==> config.mk <==
export PLATFORM = sky130hd
export DESIGN_NAME = scc_char_and_irq_regs
export DESIGN_NICKNAME = d
export VERILOG_FILES = /design/src/verilog/scc_char_pkg.sv /design/src/verilog/scc_char_and_irq_regs.sv
export VERILOG_INCLUDE_DIRS = /design/src /design/src/verilog
export SDC_FILE = /design/constraint.sdc
export NUM_CORES = 1
export LEC_CHECK = 0
export BUFFER_PORTS_ARGS = -buffer_cell sky130_fd_sc_hd__buf_2
export CAP_MARGIN = 20
export CORE_AREA = 4 4 146 148
export DETAILED_ROUTE_END_ITERATION = 8
export DIE_AREA = 0 0 150 152
export PLACE_DENSITY_LB_ADDON = 0.05
export RECOVER_POWER = 50
export SYNTH_ARGS = -nofsm -noshare
export SYNTH_HDL_FRONTEND = slang
export SYNTH_SLANG_ARGS = --single-unit
==> constraint.sdc <==
create_clock -name core_clk -period 3.4 [get_ports core_clk]
set_clock_uncertainty 0.1 [all_clocks]
set_input_delay 0.51 -clock core_clk [delete_from_list [all_inputs] [get_ports core_clk]]
set_output_delay 0.51 -clock core_clk [all_outputs]
set_load 0.02 [all_outputs]
==> src/verilog/scc_char_cfg.svh <==
`ifndef SCC_CHAR_CFG_SVH
`define SCC_CHAR_CFG_SVH

// register byte offsets
`define OFS_TERM_CHAR  12'h148
`define OFS_IMM_CHAR   12'h14c
`define OFS_SYNC       12'h150
`define OFS_MASK       12'h154
`define OFS_STATUS     12'h158
`define OFS_CONFIG     12'h15c
`define OFS_CHAN_STAT  12'h160

// reset values and bit layout
`define MASK_RESET     32'hffffffff
`define STATUS_RESET   32'hffffffff
`define IRQ_USED       32'hf005f3ff
`define TERM_EN_BIT    15
`define CFG_W          10
`define CFG_HUNT_BIT   10
`define EV_ALL_SENT    18
`define EV_TCD         7
`define EV_SCD         4

// bus answers
`define RESP_OKAY      2'h0
`define RESP_SLVERR    2'h2

`endif

==> src/verilog/scc_char_pkg.sv <==
package scc_char_pkg;

   typedef enum logic [1:0] {MODE_HDLC, MODE_ASYNC, MODE_BISYNC, MODE_RSVD} mode_t;

   typedef enum logic [1:0] {IMM_IDLE, IMM_OFFER, IMM_SEND} imm_state_t;

   typedef struct packed {
      logic        fill_en;
      logic        sync_len;
      logic        dual;
      logic        hw_flow;
      logic [1:0]  char_len;
      logic        mask_vis;
      logic        auto_m;
      mode_t       mode;
   } cfg_t;

   typedef struct packed {
      logic        awvalid;
      logic [31:0] awaddr;
      logic        wvalid;
      logic [31:0] wdata;
      logic [3:0]  wstrb;
      logic        bready;
      logic        arvalid;
      logic [31:0] araddr;
      logic        rready;
   } axi_req_t;

   typedef struct packed {
      logic        awready;
      logic        wready;
      logic        bvalid;
      logic [1:0]  bresp;
      logic        arready;
      logic        rvalid;
      logic [1:0]  rresp;
      logic [31:0] rdata;
   } axi_rsp_t;

   typedef struct packed {
      axi_rsp_t    rsp;
      logic        aw_held;
      logic [11:0] awaddr;
      logic        w_held;
      logic [31:0] wdata;
      logic [3:0]  wstrb;
      cfg_t        cfg;
      logic [7:0]  term_char;
      logic        term_en;
      logic [7:0]  imm_char;
      logic [7:0]  sync_lo;
      logic [7:0]  sync_hi;
      logic [31:0] mask;
      logic [31:0] status;
      imm_state_t  imm_state;
      logic        hunt;
      logic [15:0] sync_shift;
      logic        cts_s1;
      logic        cts_s2;
      logic        frame_end;
      logic        sync_found;
      logic [15:0] sync_word;
      logic        imm_valid;
      logic [7:0]  imm_data;
      logic        imm_pending;
      logic        idle_fill;
      logic        irq;
      logic        vec_valid;
      logic [31:0] vec_bits;
   } st_t;

endpackage

==> src/verilog/scc_char_and_irq_regs.sv <==
`timescale 1ns/1ps
`include "scc_char_cfg.svh"
// Functional notes
// RULE1 - compare received chars to term_char when enabled, async and byte-sync only
// RULE2 - a termination match raises a one-cycle frame-end indication
// RULE3 - software clears unused upper term_char bits, else no match occurs
// RULE4 - char_length picks 5 to 8 significant low-order bits
// RULE5 - async write of immediate_tx_char inserts that char into the tx stream
// RULE6 - idle transmitter starts the immediate char at once, then idles
// RULE7 - busy transmitter sends immediate char next, then resumes the FIFO
// RULE8 - immediate char ignores in-band XOFF flow control
// RULE9 - immediate char still waits for clear-to-send when hardware flow chosen
// RULE10 - immediate char framed like normal chars, using configured low bits
// RULE11 - immediate_tx_pending stays set from write until the char is fully sent
// RULE12 - software must not rewrite immediate_tx_char while pending is set
// RULE13 - single sync uses low byte only: 6 or 8 bits by length select
// RULE14 - dual sync concatenates high above low: 12 or 16 bits
// RULE15 - byte-sync idle with fill enabled sends the sync pattern continuously
// RULE16 - hunt mode searches the received bit stream for the sync pattern
// RULE17 - each mask bit gates the status event at the same position
// RULE18 - unmasked event yields an interrupt vector and pin assertion
// RULE19 - masked event yields neither vector nor pin assertion
// RULE20 - masked events recorded in status only when masked_visible is set
// RULE21 - after reset all events are masked, mask reads all ones
// RULE22 - HDLC non-auto: all-sent when last frame bit leaves and FIFO empty
// RULE23 - HDLC auto: all-sent on I-frame acknowledge or acknowledge timeout
// RULE24 - async and byte-sync: all-sent when last char left and FIFO empty
// RULE25 - unused char register bits read zero; unused mask/status bits read one
module scc_char_and_irq_regs
   import scc_char_pkg::*;
(
   input  wire logic        core_clk,
   input  wire logic        resetn,
   input  wire logic        ce,
   input  wire axi_req_t    axi_req,
   output axi_rsp_t         axi_rsp,
   input  wire logic        cts_n_pin,
   input  wire logic        rx_char_valid,
   input  wire logic [7:0]  rx_char,
   input  wire logic        rx_bit_valid,
   input  wire logic        rx_bit,
   input  wire logic        tx_imm_take,
   input  wire logic        tx_imm_done,
   input  wire logic        tx_busy,
   input  wire logic        tx_fifo_empty,
   input  wire logic        tx_last_done,
   input  wire logic        ack_ok,
   input  wire logic        ack_timeout,
   input  wire logic [31:0] events_in,
   output logic             frame_end,
   output logic             imm_valid,
   output logic [7:0]       imm_data,
   output logic             immediate_tx_pending,
   output logic             idle_fill,
   output logic [15:0]      sync_word,
   output logic             sync_found,
   output logic             interrupt_out_pin,
   output logic             irq_vec_valid,
   output logic [31:0]      irq_vec_bits
);

   //********************************************************
   // helpers
   //********************************************************
   function automatic logic [7:0] char_mask(input logic [1:0] len);
      return 8'hff >> (2'd3 - len); // RULE4
   endfunction

   function automatic logic [15:0] sync_pat(input cfg_t c, input logic [7:0] hi,
                                            input logic [7:0] lo);
      logic [15:0] p;
      if (c.dual)
         p = c.sync_len ? {hi, lo} : {4'h0, hi[5:0], lo[5:0]}; // RULE14
      else
         p = c.sync_len ? {8'h00, lo} : {10'h000, lo[5:0]}; // RULE13
      return p;
   endfunction

   function automatic logic [15:0] sync_msk(input cfg_t c);
      logic [15:0] m;
      if (c.dual)
         m = c.sync_len ? 16'hffff : 16'h0fff;
      else
         m = c.sync_len ? 16'h00ff : 16'h003f;
      return m;
   endfunction

   function automatic logic [31:0] strb(input logic [31:0] o, input logic [31:0] d,
                                        input logic [3:0] s);
      logic [31:0] r;
      r = o;
      for (int i = 0; i < 4; i++)
         if (s[i])
            r[i*8 +: 8] = d[i*8 +: 8];
      return r;
   endfunction

   function automatic st_t rst_val();
      st_t s;
      s = '0;
      s.rsp.awready = 1'b1;
      s.rsp.wready  = 1'b1;
      s.rsp.arready = 1'b1;
      s.mask        = `MASK_RESET; // RULE21
      s.status      = `STATUS_RESET;
      return s;
   endfunction

   localparam st_t ST_RST = rst_val();

   st_t         st_r;
   st_t         st_nxt;
   logic        is_async;
   logic        is_bsync;
   logic        cts_ok;
   logic        tcd;
   logic        all_sent;
   logic        do_wr;
   logic [15:0] shift_in;
   logic [31:0] ev;
   logic [31:0] wd;
   logic [31:0] rd;
   logic [31:0] clr;
   logic [11:0] ra;
   logic        rhit;
   logic        whit;
   logic [31:0] cfg_w;

   //********************************************************
   // next state
   //********************************************************
   always_comb
   begin
      st_nxt   = st_r;
      is_async = st_r.cfg.mode == MODE_ASYNC;
      is_bsync = st_r.cfg.mode == MODE_BISYNC;
      clr      = 32'h0;
      rd       = 32'h0;
      rhit     = 1'b1;
      whit     = 1'b1;
      cfg_w    = 32'h0;
      wd       = strb(32'h0, st_r.wdata, st_r.wstrb);
      ra       = axi_req.araddr[11:0] & 12'hffc;

      // cts pin crosses two flops before use
      st_nxt.cts_s1 = cts_n_pin;
      st_nxt.cts_s2 = st_r.cts_s1;
      cts_ok = !st_r.cfg.hw_flow || !st_r.cts_s2; // RULE9

      // termination character monitor
      tcd = rx_char_valid && (is_async || is_bsync) && st_r.term_en &&
            ((rx_char & char_mask(st_r.cfg.char_len)) == st_r.term_char); // RULE1 RULE3
      st_nxt.frame_end = tcd; // RULE2

      // sync hunt
      shift_in = {st_r.sync_shift[14:0], rx_bit};
      if (rx_bit_valid)
         st_nxt.sync_shift = shift_in;
      st_nxt.sync_found = st_r.hunt && is_bsync && rx_bit_valid &&
         ((shift_in & sync_msk(st_r.cfg)) ==
          sync_pat(st_r.cfg, st_r.sync_hi, st_r.sync_lo)); // RULE16
      if (st_nxt.sync_found)
         st_nxt.hunt = 1'b0;

      // immediate character sequencing
      case (st_r.imm_state)
         IMM_IDLE:
            st_nxt.imm_state = IMM_IDLE;
         IMM_OFFER:
            if (tx_imm_take && st_r.imm_valid)
               st_nxt.imm_state = IMM_SEND; // RULE6 RULE7
         IMM_SEND:
            if (tx_imm_done)
               st_nxt.imm_state = IMM_IDLE; // RULE11
         default:
            st_nxt.imm_state = IMM_IDLE;
      endcase

      // all-sent event per mode
      if (st_r.cfg.mode == MODE_HDLC && st_r.cfg.auto_m)
         all_sent = ack_ok || ack_timeout; // RULE23
      else
         all_sent = tx_last_done && tx_fifo_empty; // RULE22 RULE24

      // write channel
      if (axi_req.awvalid && st_r.rsp.awready)
      begin
         st_nxt.aw_held = 1'b1;
         st_nxt.awaddr  = axi_req.awaddr[11:0] & 12'hffc;
      end
      if (axi_req.wvalid && st_r.rsp.wready)
      begin
         st_nxt.w_held = 1'b1;
         st_nxt.wdata  = axi_req.wdata;
         st_nxt.wstrb  = axi_req.wstrb;
      end
      if (st_r.rsp.bvalid && axi_req.bready)
         st_nxt.rsp.bvalid = 1'b0;
      do_wr = st_r.aw_held && st_r.w_held && !st_r.rsp.bvalid;
      if (do_wr)
      begin
         st_nxt.aw_held    = 1'b0;
         st_nxt.w_held     = 1'b0;
         st_nxt.rsp.bvalid = 1'b1;
         case (st_r.awaddr)
            `OFS_TERM_CHAR:
            begin
               if (st_r.wstrb[0])
                  st_nxt.term_char = st_r.wdata[7:0];
               if (st_r.wstrb[1])
                  st_nxt.term_en = st_r.wdata[`TERM_EN_BIT];
            end
            `OFS_IMM_CHAR:
               if (st_r.wstrb[0] && st_r.imm_state == IMM_IDLE)
               begin
                  st_nxt.imm_char = st_r.wdata[7:0];
                  if (is_async)
                     st_nxt.imm_state = IMM_OFFER; // RULE5
               end
            `OFS_SYNC:
            begin
               if (st_r.wstrb[0])
                  st_nxt.sync_lo = st_r.wdata[7:0];
               if (st_r.wstrb[1])
                  st_nxt.sync_hi = st_r.wdata[15:8];
            end
            `OFS_MASK:
               st_nxt.mask = strb(st_r.mask, st_r.wdata, st_r.wstrb);
            `OFS_CONFIG:
            begin
               cfg_w      = strb({22'h0, st_r.cfg}, st_r.wdata, st_r.wstrb);
               st_nxt.cfg = cfg_t'(cfg_w[`CFG_W-1:0]);
               if (wd[`CFG_HUNT_BIT])
                  st_nxt.hunt = 1'b1;
            end
            `OFS_STATUS, `OFS_CHAN_STAT:
               whit = 1'b1;
            default:
               whit = 1'b0;
         endcase
         st_nxt.rsp.bresp = whit ? `RESP_OKAY : `RESP_SLVERR;
      end
      st_nxt.rsp.awready = !st_nxt.aw_held && !st_nxt.rsp.bvalid;
      st_nxt.rsp.wready  = !st_nxt.w_held && !st_nxt.rsp.bvalid;

      // read channel
      case (ra)
         `OFS_TERM_CHAR:
            rd = {16'h0, st_r.term_en, 7'h0, st_r.term_char}; // RULE25
         `OFS_IMM_CHAR:
            rd = {24'h0, st_r.imm_char};
         `OFS_SYNC:
            rd = {16'h0, st_r.sync_hi, st_r.sync_lo};
         `OFS_MASK:
            rd = st_r.mask | ~`IRQ_USED; // RULE25
         `OFS_STATUS:
            rd = st_r.status | ~`IRQ_USED;
         `OFS_CONFIG:
            rd = {22'h0, st_r.cfg};
         `OFS_CHAN_STAT:
            rd = {30'h0, st_r.hunt, st_r.imm_pending};
         default:
            rhit = 1'b0;
      endcase
      if (st_r.rsp.rvalid && axi_req.rready)
      begin
         st_nxt.rsp.rvalid  = 1'b0;
         st_nxt.rsp.arready = 1'b1;
      end
      if (axi_req.arvalid && st_r.rsp.arready)
      begin
         st_nxt.rsp.rvalid  = 1'b1;
         st_nxt.rsp.arready = 1'b0;
         st_nxt.rsp.rdata   = rd;
         st_nxt.rsp.rresp   = rhit ? `RESP_OKAY : `RESP_SLVERR;
         if (ra == `OFS_STATUS)
            clr = `IRQ_USED;
      end

      // events: set wins over read clear
      ev = events_in;
      ev[`EV_ALL_SENT] = ev[`EV_ALL_SENT] | all_sent;
      ev[`EV_TCD]  = ev[`EV_TCD] | tcd;
      ev[`EV_SCD]  = ev[`EV_SCD] | st_nxt.sync_found;
      ev = ev & `IRQ_USED;
      st_nxt.status = (st_r.status & ~clr) |
         (ev & (~st_r.mask | {32{st_r.cfg.mask_vis}})); // RULE20
      st_nxt.vec_bits  = ev & ~st_r.mask; // RULE17
      st_nxt.vec_valid = |(ev & ~st_r.mask); // RULE18 RULE19
      st_nxt.irq = |(st_nxt.status & ~st_nxt.mask & `IRQ_USED); // RULE18 RULE19

      // transmit-side outputs
      st_nxt.imm_pending = st_nxt.imm_state != IMM_IDLE; // RULE11
      st_nxt.imm_valid = st_nxt.imm_state == IMM_OFFER && cts_ok; // RULE8 RULE9
      st_nxt.imm_data = st_nxt.imm_char & char_mask(st_nxt.cfg.char_len); // RULE10
      st_nxt.idle_fill = is_bsync && st_r.cfg.fill_en && tx_fifo_empty && !tx_busy; // RULE15
      st_nxt.sync_word = sync_pat(st_nxt.cfg, st_nxt.sync_hi, st_nxt.sync_lo);
   end

   //********************************************************
   // state register
   //********************************************************
   always_ff @(posedge core_clk)
   begin
      if (!resetn)
         st_r <= ST_RST;
      else if (ce)
         st_r <= st_nxt;
   end

   assign axi_rsp              = st_r.rsp;
   assign frame_end            = st_r.frame_end;
   assign imm_valid            = st_r.imm_valid;
   assign imm_data             = st_r.imm_data;
   assign immediate_tx_pending = st_r.imm_pending;
   assign idle_fill            = st_r.idle_fill;
   assign sync_word            = st_r.sync_word;
   assign sync_found           = st_r.sync_found;
   assign interrupt_out_pin    = st_r.irq;
   assign irq_vec_valid        = st_r.vec_valid;
   assign irq_vec_bits         = st_r.vec_bits;
endmodule

### After elaboration in Yosys (flattened, before gate mapping)

Index checks and enable logic that the tools add are counted.
Widths: inputs -> output; s select.

* logic and storage cells: 188
* register bits: 279
* input port bits: 159
* output and inout port bits: 104

* add/subtract/negate cells: 2
* shift operators: 2
* bitwise logic cells: 15
* muxes and demuxes: 54
* eq/ne operators: 21
* reductions and logical operators: 51

Operators by type and width (number)
* $pmux 32 s7: 1
* $eq 10x7->1 const B: 14
* $and 32x32->32: 4
* $mux 16: 7
* $mux 8: 13
* $mux 32: 3
* $not 32->32: 3
* $mux 74: 1
* $or 32x32->32: 2
* $mux 37: 1
* $mux 36: 1
* $reduce_or 32->1: 1
* $logic_and 1x1->1: 23
* $reduce_or 20->1: 1
* $mux 9: 2
* $and 16x16->16: 1
* $and 8x8->8: 2
* $eq 16x16->1: 1
* $mux 2: 8
* $reduce_and 4->1: 4
* $shr 8x2->8 const A: 2
* $reduce_or 7->1: 2
* $mux 13: 1
* $mux 1: 12
* other kinds (12): 35

### Logic depth before layout (Yosys ltp)

* depth in word-level cells: 11
* mapped depth: 10
* depth with buffers taken out: 9

### Least setup slack after synthesis

OpenSTA, ideal clock, no wires.

* path type: register to register
* start: register st_r[237] in the netlist's numbering
* end: register st_r (netlist bit sync_word[10])
* library setup time: 65 ps
* setup slack: 815 ps
* stages on the path, launching flop included: 11
* arrival: 2420 ps
* path through: dfxtp_1 or2_1 buf_6 or3_1 buf_6 nor3_2 mux2i_1 buf_2 mux2_2 a2bb2oi_1 nor2_1

* word-level cells in the longest chain between the ends: 5
* elaborated cells on any way between the ends: 7
* those cells by class: eq/ne: 2; mux: 5

RTL lines
* start: declaration: RTL line scc_char_and_irq_regs.sv:111 `st_t st_r;`
* start signal: assignment: RTL line scc_char_and_irq_regs.sv:308 `st_r <= st_nxt;`
* $eq 10x7->1: RTL line scc_char_and_irq_regs.sv:205 `case (st_r.awaddr)`
* $mux 16 / $mux 9 (equally long branches): RTL line scc_char_and_irq_regs.sv:205
* $mux 74 *: RTL line scc_char_and_irq_regs.sv:200 `if (do_wr)`
* $mux 16: RTL line scc_char_and_irq_regs.sv:73 `p = c.sync_len ? {hi, lo} : {4'h0, hi[5:0], lo[5:0]};`
* $mux 16 *: RTL line scc_char_and_irq_regs.sv:72 `if (c.dual)`

Mark *: on every way between the ends. The rest lies on a longest branch, timed or not.
A chain may end at the register's enable or synchronous reset.

### Worst setup path in the final report

* start: register st_r[235] in the netlist's numbering
* end: register st_r (netlist bit sync_word[11])

Same word-level chain as after synthesis.

==> impl_results.rst <==
.. list-table::
   :header-rows: 1

   * - Metric
     - Value
   * - Routed wire length
     - 30780 um
   * - Unrepaired setup endpoints after global routing
     - no
   * - Root cell of the clock tree
     - sky130_fd_sc_hd__clkbuf_16
   * - Die Outline Area
     - 0.02280 mm2
   * - Nature of the critical path startpoint
     - flip-flop
   * - Failing checks
     - capacitance limit, slew limit
   * - Met2 wire len
     - 14090 um
   * - Count of pins over their slew limit
     - 71
   * - Wire length on met3
     - 2292 um
   * - TritonCTS buffer count
     - 23
   * - Share of the yosys chip area belonging to registers
     - 39.75%
   * - Area of combinational cells with multiple inputs
     - 0.005269 mm2
   * - Start point of the critical path
     - st_r[235]
   * - Dominant cell type by area after synthesis
     - sky130_fd_sc_hd__dfxtp_1
   * - Initial antenna violation count
     - 2
   * - Area growth syn-to-layout
     - 9.712%
   * - Static power due to leakage
     - 0.004808 uW
   * - Register area
     - 0.004224 mm2
   * - Area after DPL
     - 0.01107 mm2
   * - HPWL reported at the end of detailed placement
     - 22220 um
   * - Clock tree from TritonCTS
     - done
   * - Initial standard-cell utilization of the core
     - 53.03%
   * - Ratio of routed vias to standard cells
     - 5.547
   * - Achievable Freq
     - 0.3483 GHz
   * - Row count
     - 52
   * - Syn avg cell area
     - 8.200 um2
   * - Sinks on Clock Net
     - 211
   * - All-Layer GR Usage
     - 26.07%
   * - Number of instances in the synthesized netlist
     - 1296
   * - Uppermost metal layer occupied by signal nets
     - met4
   * - CP Capture Type
     - flip-flop
   * - Global-route wire length before repair
     - 47790 um
   * - Largest fanout of any net on the critical path
     - 12
   * - Final core utilization
     - 58.19%
   * - Async set-or-reset flop fraction in the synthesized netlist
     - 0%
   * - Final ANT Viol Nets
     - 0
   * - M1 WL
     - 13640 um
   * - Final Net Count
     - 1526
   * - Clock period minus worst slack
     - 2.871 ns
   * - DRC violation count after routing
     - 0
   * - Number of enable flip-flop cells after synthesis
     - 0
   * - Total of warnings raised by yosys
     - 0
   * - R2R cell count
     - 8
   * - Headroom to the max-slew limit
     - -61.40%
   * - Hold-fix buffers at CTS
     - 0
   * - Buffers inserted by post-CTS timing repair
     - 0
   * - Worst r2r src
     - st_r[235]
   * - Max_cap viols
     - 1
   * - Synth Register Bits
     - 211
   * - Status
     - finished, violations left
   * - Largest net degree at the start of global routing
     - 72
   * - Final clock period utilization by the worst path
     - 84.45%
   * - Horizontal die dimension
     - 150 um
   * - Ratio of cells with drive above 1 in the final layout
     - 14.20%
   * - Post-route setup TNS
     - 0 ns
   * - DR WL/cell
     - 18.72 um
   * - Overall via count from detail_route
     - 9120
   * - Latest clock arrival within the worst-skew pair
     - 0.50 ns
   * - Kind of critical path
     - flip-flop to flip-flop
   * - Ports
     - 263
   * - Synth top area share
     - 39.75%
   * - Area of the placeable core
     - 0.02004 mm2
   * - Worst hold path type
     - primary input to flip-flop
   * - Filler cell count
     - 1942
   * - Top area cells in the synthesized netlist
     - sky130_fd_sc_hd__dfxtp_1 (40%), sky130_fd_sc_hd__nand2_1 (9.4%), sky130_fd_sc_hd__mux2i_1 (7.1%)
   * - Longest Clk Path Bufs
     - 3
   * - Required time of the critical path
     - 3.73 ns
   * - Pwr/cell area
     - 454.6 mW/mm2
   * - Die outline height
     - 152 um
   * - Number of design-rule violations left by the first detailed-router iteration
     - 600
   * - End point of the critical path
     - sync_word[11]
   * - Total of cells resized after clock tree synthesis
     - 0
   * - Worst ir drop on vdd
     - 0.3000 mV
   * - Worst path arrival time
     - 3.20 ns
   * - I/O Buffers
     - 182
   * - R2R Setup Slk
     - 0.53 ns
   * - Routability cong.
     - 0.8940
   * - PnR Total Power
     - 5300 uW
   * - Cell variety after synth
     - 69
   * - Most used DFF post-synth
     - sky130_fd_sc_hd__dfxtp_1
   * - Post-CTS clock slew at the launch and capture registers of the worst setup and hold paths
     - 0.06 ns
   * - Cell Area, Synth
     - 0.01063 mm2
   * - H-Tree Depth
     - 1
   * - Leftover overflow at the end of global routing
     - 0
   * - Final instance area
     - 0.01166 mm2
   * - Number of global-route vias before repair
     - 8528
   * - Cells on Worst Hold Path
     - 3
   * - Number of iterations in the first detailed-routing pass
     - 5
   * - Slew @ Worst Pin
     - 2.418 ns
   * - Final count of negative-setup-slack endpoints
     - 0
   * - Final Hold Vio Count
     - 0
   * - Endpoint of the worst register-to-register path
     - sync_word[11]
==> Yosys cell counts, types with 4 or more instances <==
cell type                   instances
sky130_fd_sc_hd__nor2b_1           14
sky130_fd_sc_hd__a31oi_1           11
sky130_fd_sc_hd__nand4b_1           6
sky130_fd_sc_hd__mux4_2            10
sky130_fd_sc_hd__o2bb2ai_1          7
sky130_fd_sc_hd__buf_4             98
sky130_fd_sc_hd__a211o_1            5
sky130_fd_sc_hd__nand4_1            7
sky130_fd_sc_hd__a22oi_1           15
sky130_fd_sc_hd__clkbuf_1          70
sky130_fd_sc_hd__xnor2_1           14
sky130_fd_sc_hd__nor4_1             9
sky130_fd_sc_hd__a22o_1             8
sky130_fd_sc_hd__nor2_1            79
sky130_fd_sc_hd__and2_1             6
sky130_fd_sc_hd__mux2i_1           75
sky130_fd_sc_hd__or3_1              9
sky130_fd_sc_hd__or2_2              5
sky130_fd_sc_hd__ha_1               6
sky130_fd_sc_hd__o311ai_0           4
sky130_fd_sc_hd__xor2_1            12
sky130_fd_sc_hd__a2bb2oi_1          4
sky130_fd_sc_hd__nor3_1            14
sky130_fd_sc_hd__a21bo_2            6
sky130_fd_sc_hd__dfxtp_1          211
sky130_fd_sc_hd__a211oi_1           7
sky130_fd_sc_hd__inv_1             29
sky130_fd_sc_hd__o211ai_1          23
sky130_fd_sc_hd__nand3_1           32
sky130_fd_sc_hd__buf_1              7
sky130_fd_sc_hd__and3_1             4
sky130_fd_sc_hd__o21ai_0           36
sky130_fd_sc_hd__a21oi_1          123
sky130_fd_sc_hd__nand2_1          267
sky130_fd_sc_hd__mux2_2             4
==> per-layer routing <==
metal / up-vias / global-route usage, %
li1: 4475 / -
met1: 4264 / 37.80
met2: 338 / 40.52
met3: 43 / 3.694
met4: 0 / 7.451
met5: - / 0
==> through the flow <==
stage                     instances  setup WS (ns)  hold WS, ns
final                          1644         0.5288       0.1428
after global placement         1606         0.6208       0.3359
after floorplan                1309         0.8149       0.3282
after CTS                      1643         0.5553       0.1263
after global routing           1644         0.3878       0.1331
after detailed placement       1606         0.5859       0.3457
==> worst min path at each step <==
stage	from	to	slack (ns)
2_1_floorplan	st_r[93]	st_r[93]	0.33
3_3_place_gp	axi_rsp[14]	axi_rsp[14]	0.34
3_5_place_dp	axi_rsp[11]	axi_rsp[11]	0.35
4_1_cts	axi_req[40]	st_r[196]	0.13
5_1_grt	axi_req[40]	st_r[196]	0.13
6_report	axi_req[43]	st_r[199]	0.14
==> logic make-up (layout without fill, tap and decap cells) <==
kind of cell    after synthesis  in the layout  synth area share, %
fa+ha+maj                     6              6               0.7064
xor+xnor                     26             26                2.143
simple gates                475            475                20.14
other cells                   1             15              0.03529
mux                          90             90                9.748
buf+inv                     212            276                11.20
flops                       211            211                39.75
compound gates              275            275                16.28
==> layout by cell type, fill, tap and decap left out, types with 8 or more instances in the layout <==
master | synthesis | routed
sky130_fd_sc_hd__nor2b_1 | 14 | 14
sky130_fd_sc_hd__mux2i_1 | 75 | 75
sky130_fd_sc_hd__a21oi_1 | 123 | 123
sky130_fd_sc_hd__mux4_2 | 10 | 10
sky130_fd_sc_hd__dfxtp_1 | 211 | 211
sky130_fd_sc_hd__clkbuf_1 | 70 | 82
sky130_fd_sc_hd__nor4_1 | 9 | 8
sky130_fd_sc_hd__inv_1 | 29 | 30
sky130_fd_sc_hd__nand2_1 | 267 | 267
sky130_fd_sc_hd__xor2_1 | 12 | 12
sky130_fd_sc_hd__o21ai_0 | 36 | 36
sky130_fd_sc_hd__o211ai_1 | 23 | 23
sky130_fd_sc_hd__a31oi_1 | 11 | 11
sky130_fd_sc_hd__nand3_1 | 32 | 32
sky130_fd_sc_hd__conb_1 | 1 | 14
sky130_fd_sc_hd__xnor2_1 | 14 | 14
sky130_fd_sc_hd__clkbuf_16 | 0 | 23
sky130_fd_sc_hd__a22o_1 | 8 | 8
sky130_fd_sc_hd__buf_2 | 3 | 109
sky130_fd_sc_hd__or3_1 | 9 | 9
sky130_fd_sc_hd__a22oi_1 | 15 | 15
sky130_fd_sc_hd__nor2_1 | 79 | 79
sky130_fd_sc_hd__buf_4 | 98 | 19
sky130_fd_sc_hd__nor3_1 | 14 | 14
==> area by class of cell <==
| class | count | area share (%) |
|---|---|---|
| inverters | 31 | 0.9980 |
| flip-flops and latches | 211 | 36.23 |
| clock buffers | 34 | 5.891 |
| repair buffers | 208 | 8.628 |
| clock inverters | 3 | 0.1502 |
| multi-input cells | 886 | 45.19 |
| diodes | 1 | 0.02146 |
| well taps | 270 | 2.897 |
==> where the power goes <==
| group | internal (uW) | switching [uW] |
|---|---|---|
| logic | 135 | 245 |
| clock network | 1380 | 976 |
| registers | 2510 | 52.1 |
| total | 4030 | 1270 |
==> registers in the layout (all words and copies together), names as in the netlist, 3 cells and up <==
| register | cells |
|---|---|
| axi_rsp | 30 |
| imm_data | 3 |
| irq_vec_bits | 20 |
| shift_in | 15 |
| st_r | 125 |
| sync_word | 10 |
==> critical path: stages, from the launching register on <==
cell and delay, ns:
sky130_fd_sc_hd__dfxtp_1 0.30, sky130_fd_sc_hd__nand4bb_1 0.41, sky130_fd_sc_hd__or3_1 0.56, sky130_fd_sc_hd__nor3_2 0.41, sky130_fd_sc_hd__mux2i_1 0.26, sky130_fd_sc_hd__buf_4 0.21, sky130_fd_sc_hd__mux2_2 0.35, sky130_fd_sc_hd__a2bb2oi_1 0.13
sky130_fd_sc_hd__nor2_1 0.08
Power figures use the tool's default switching activity.
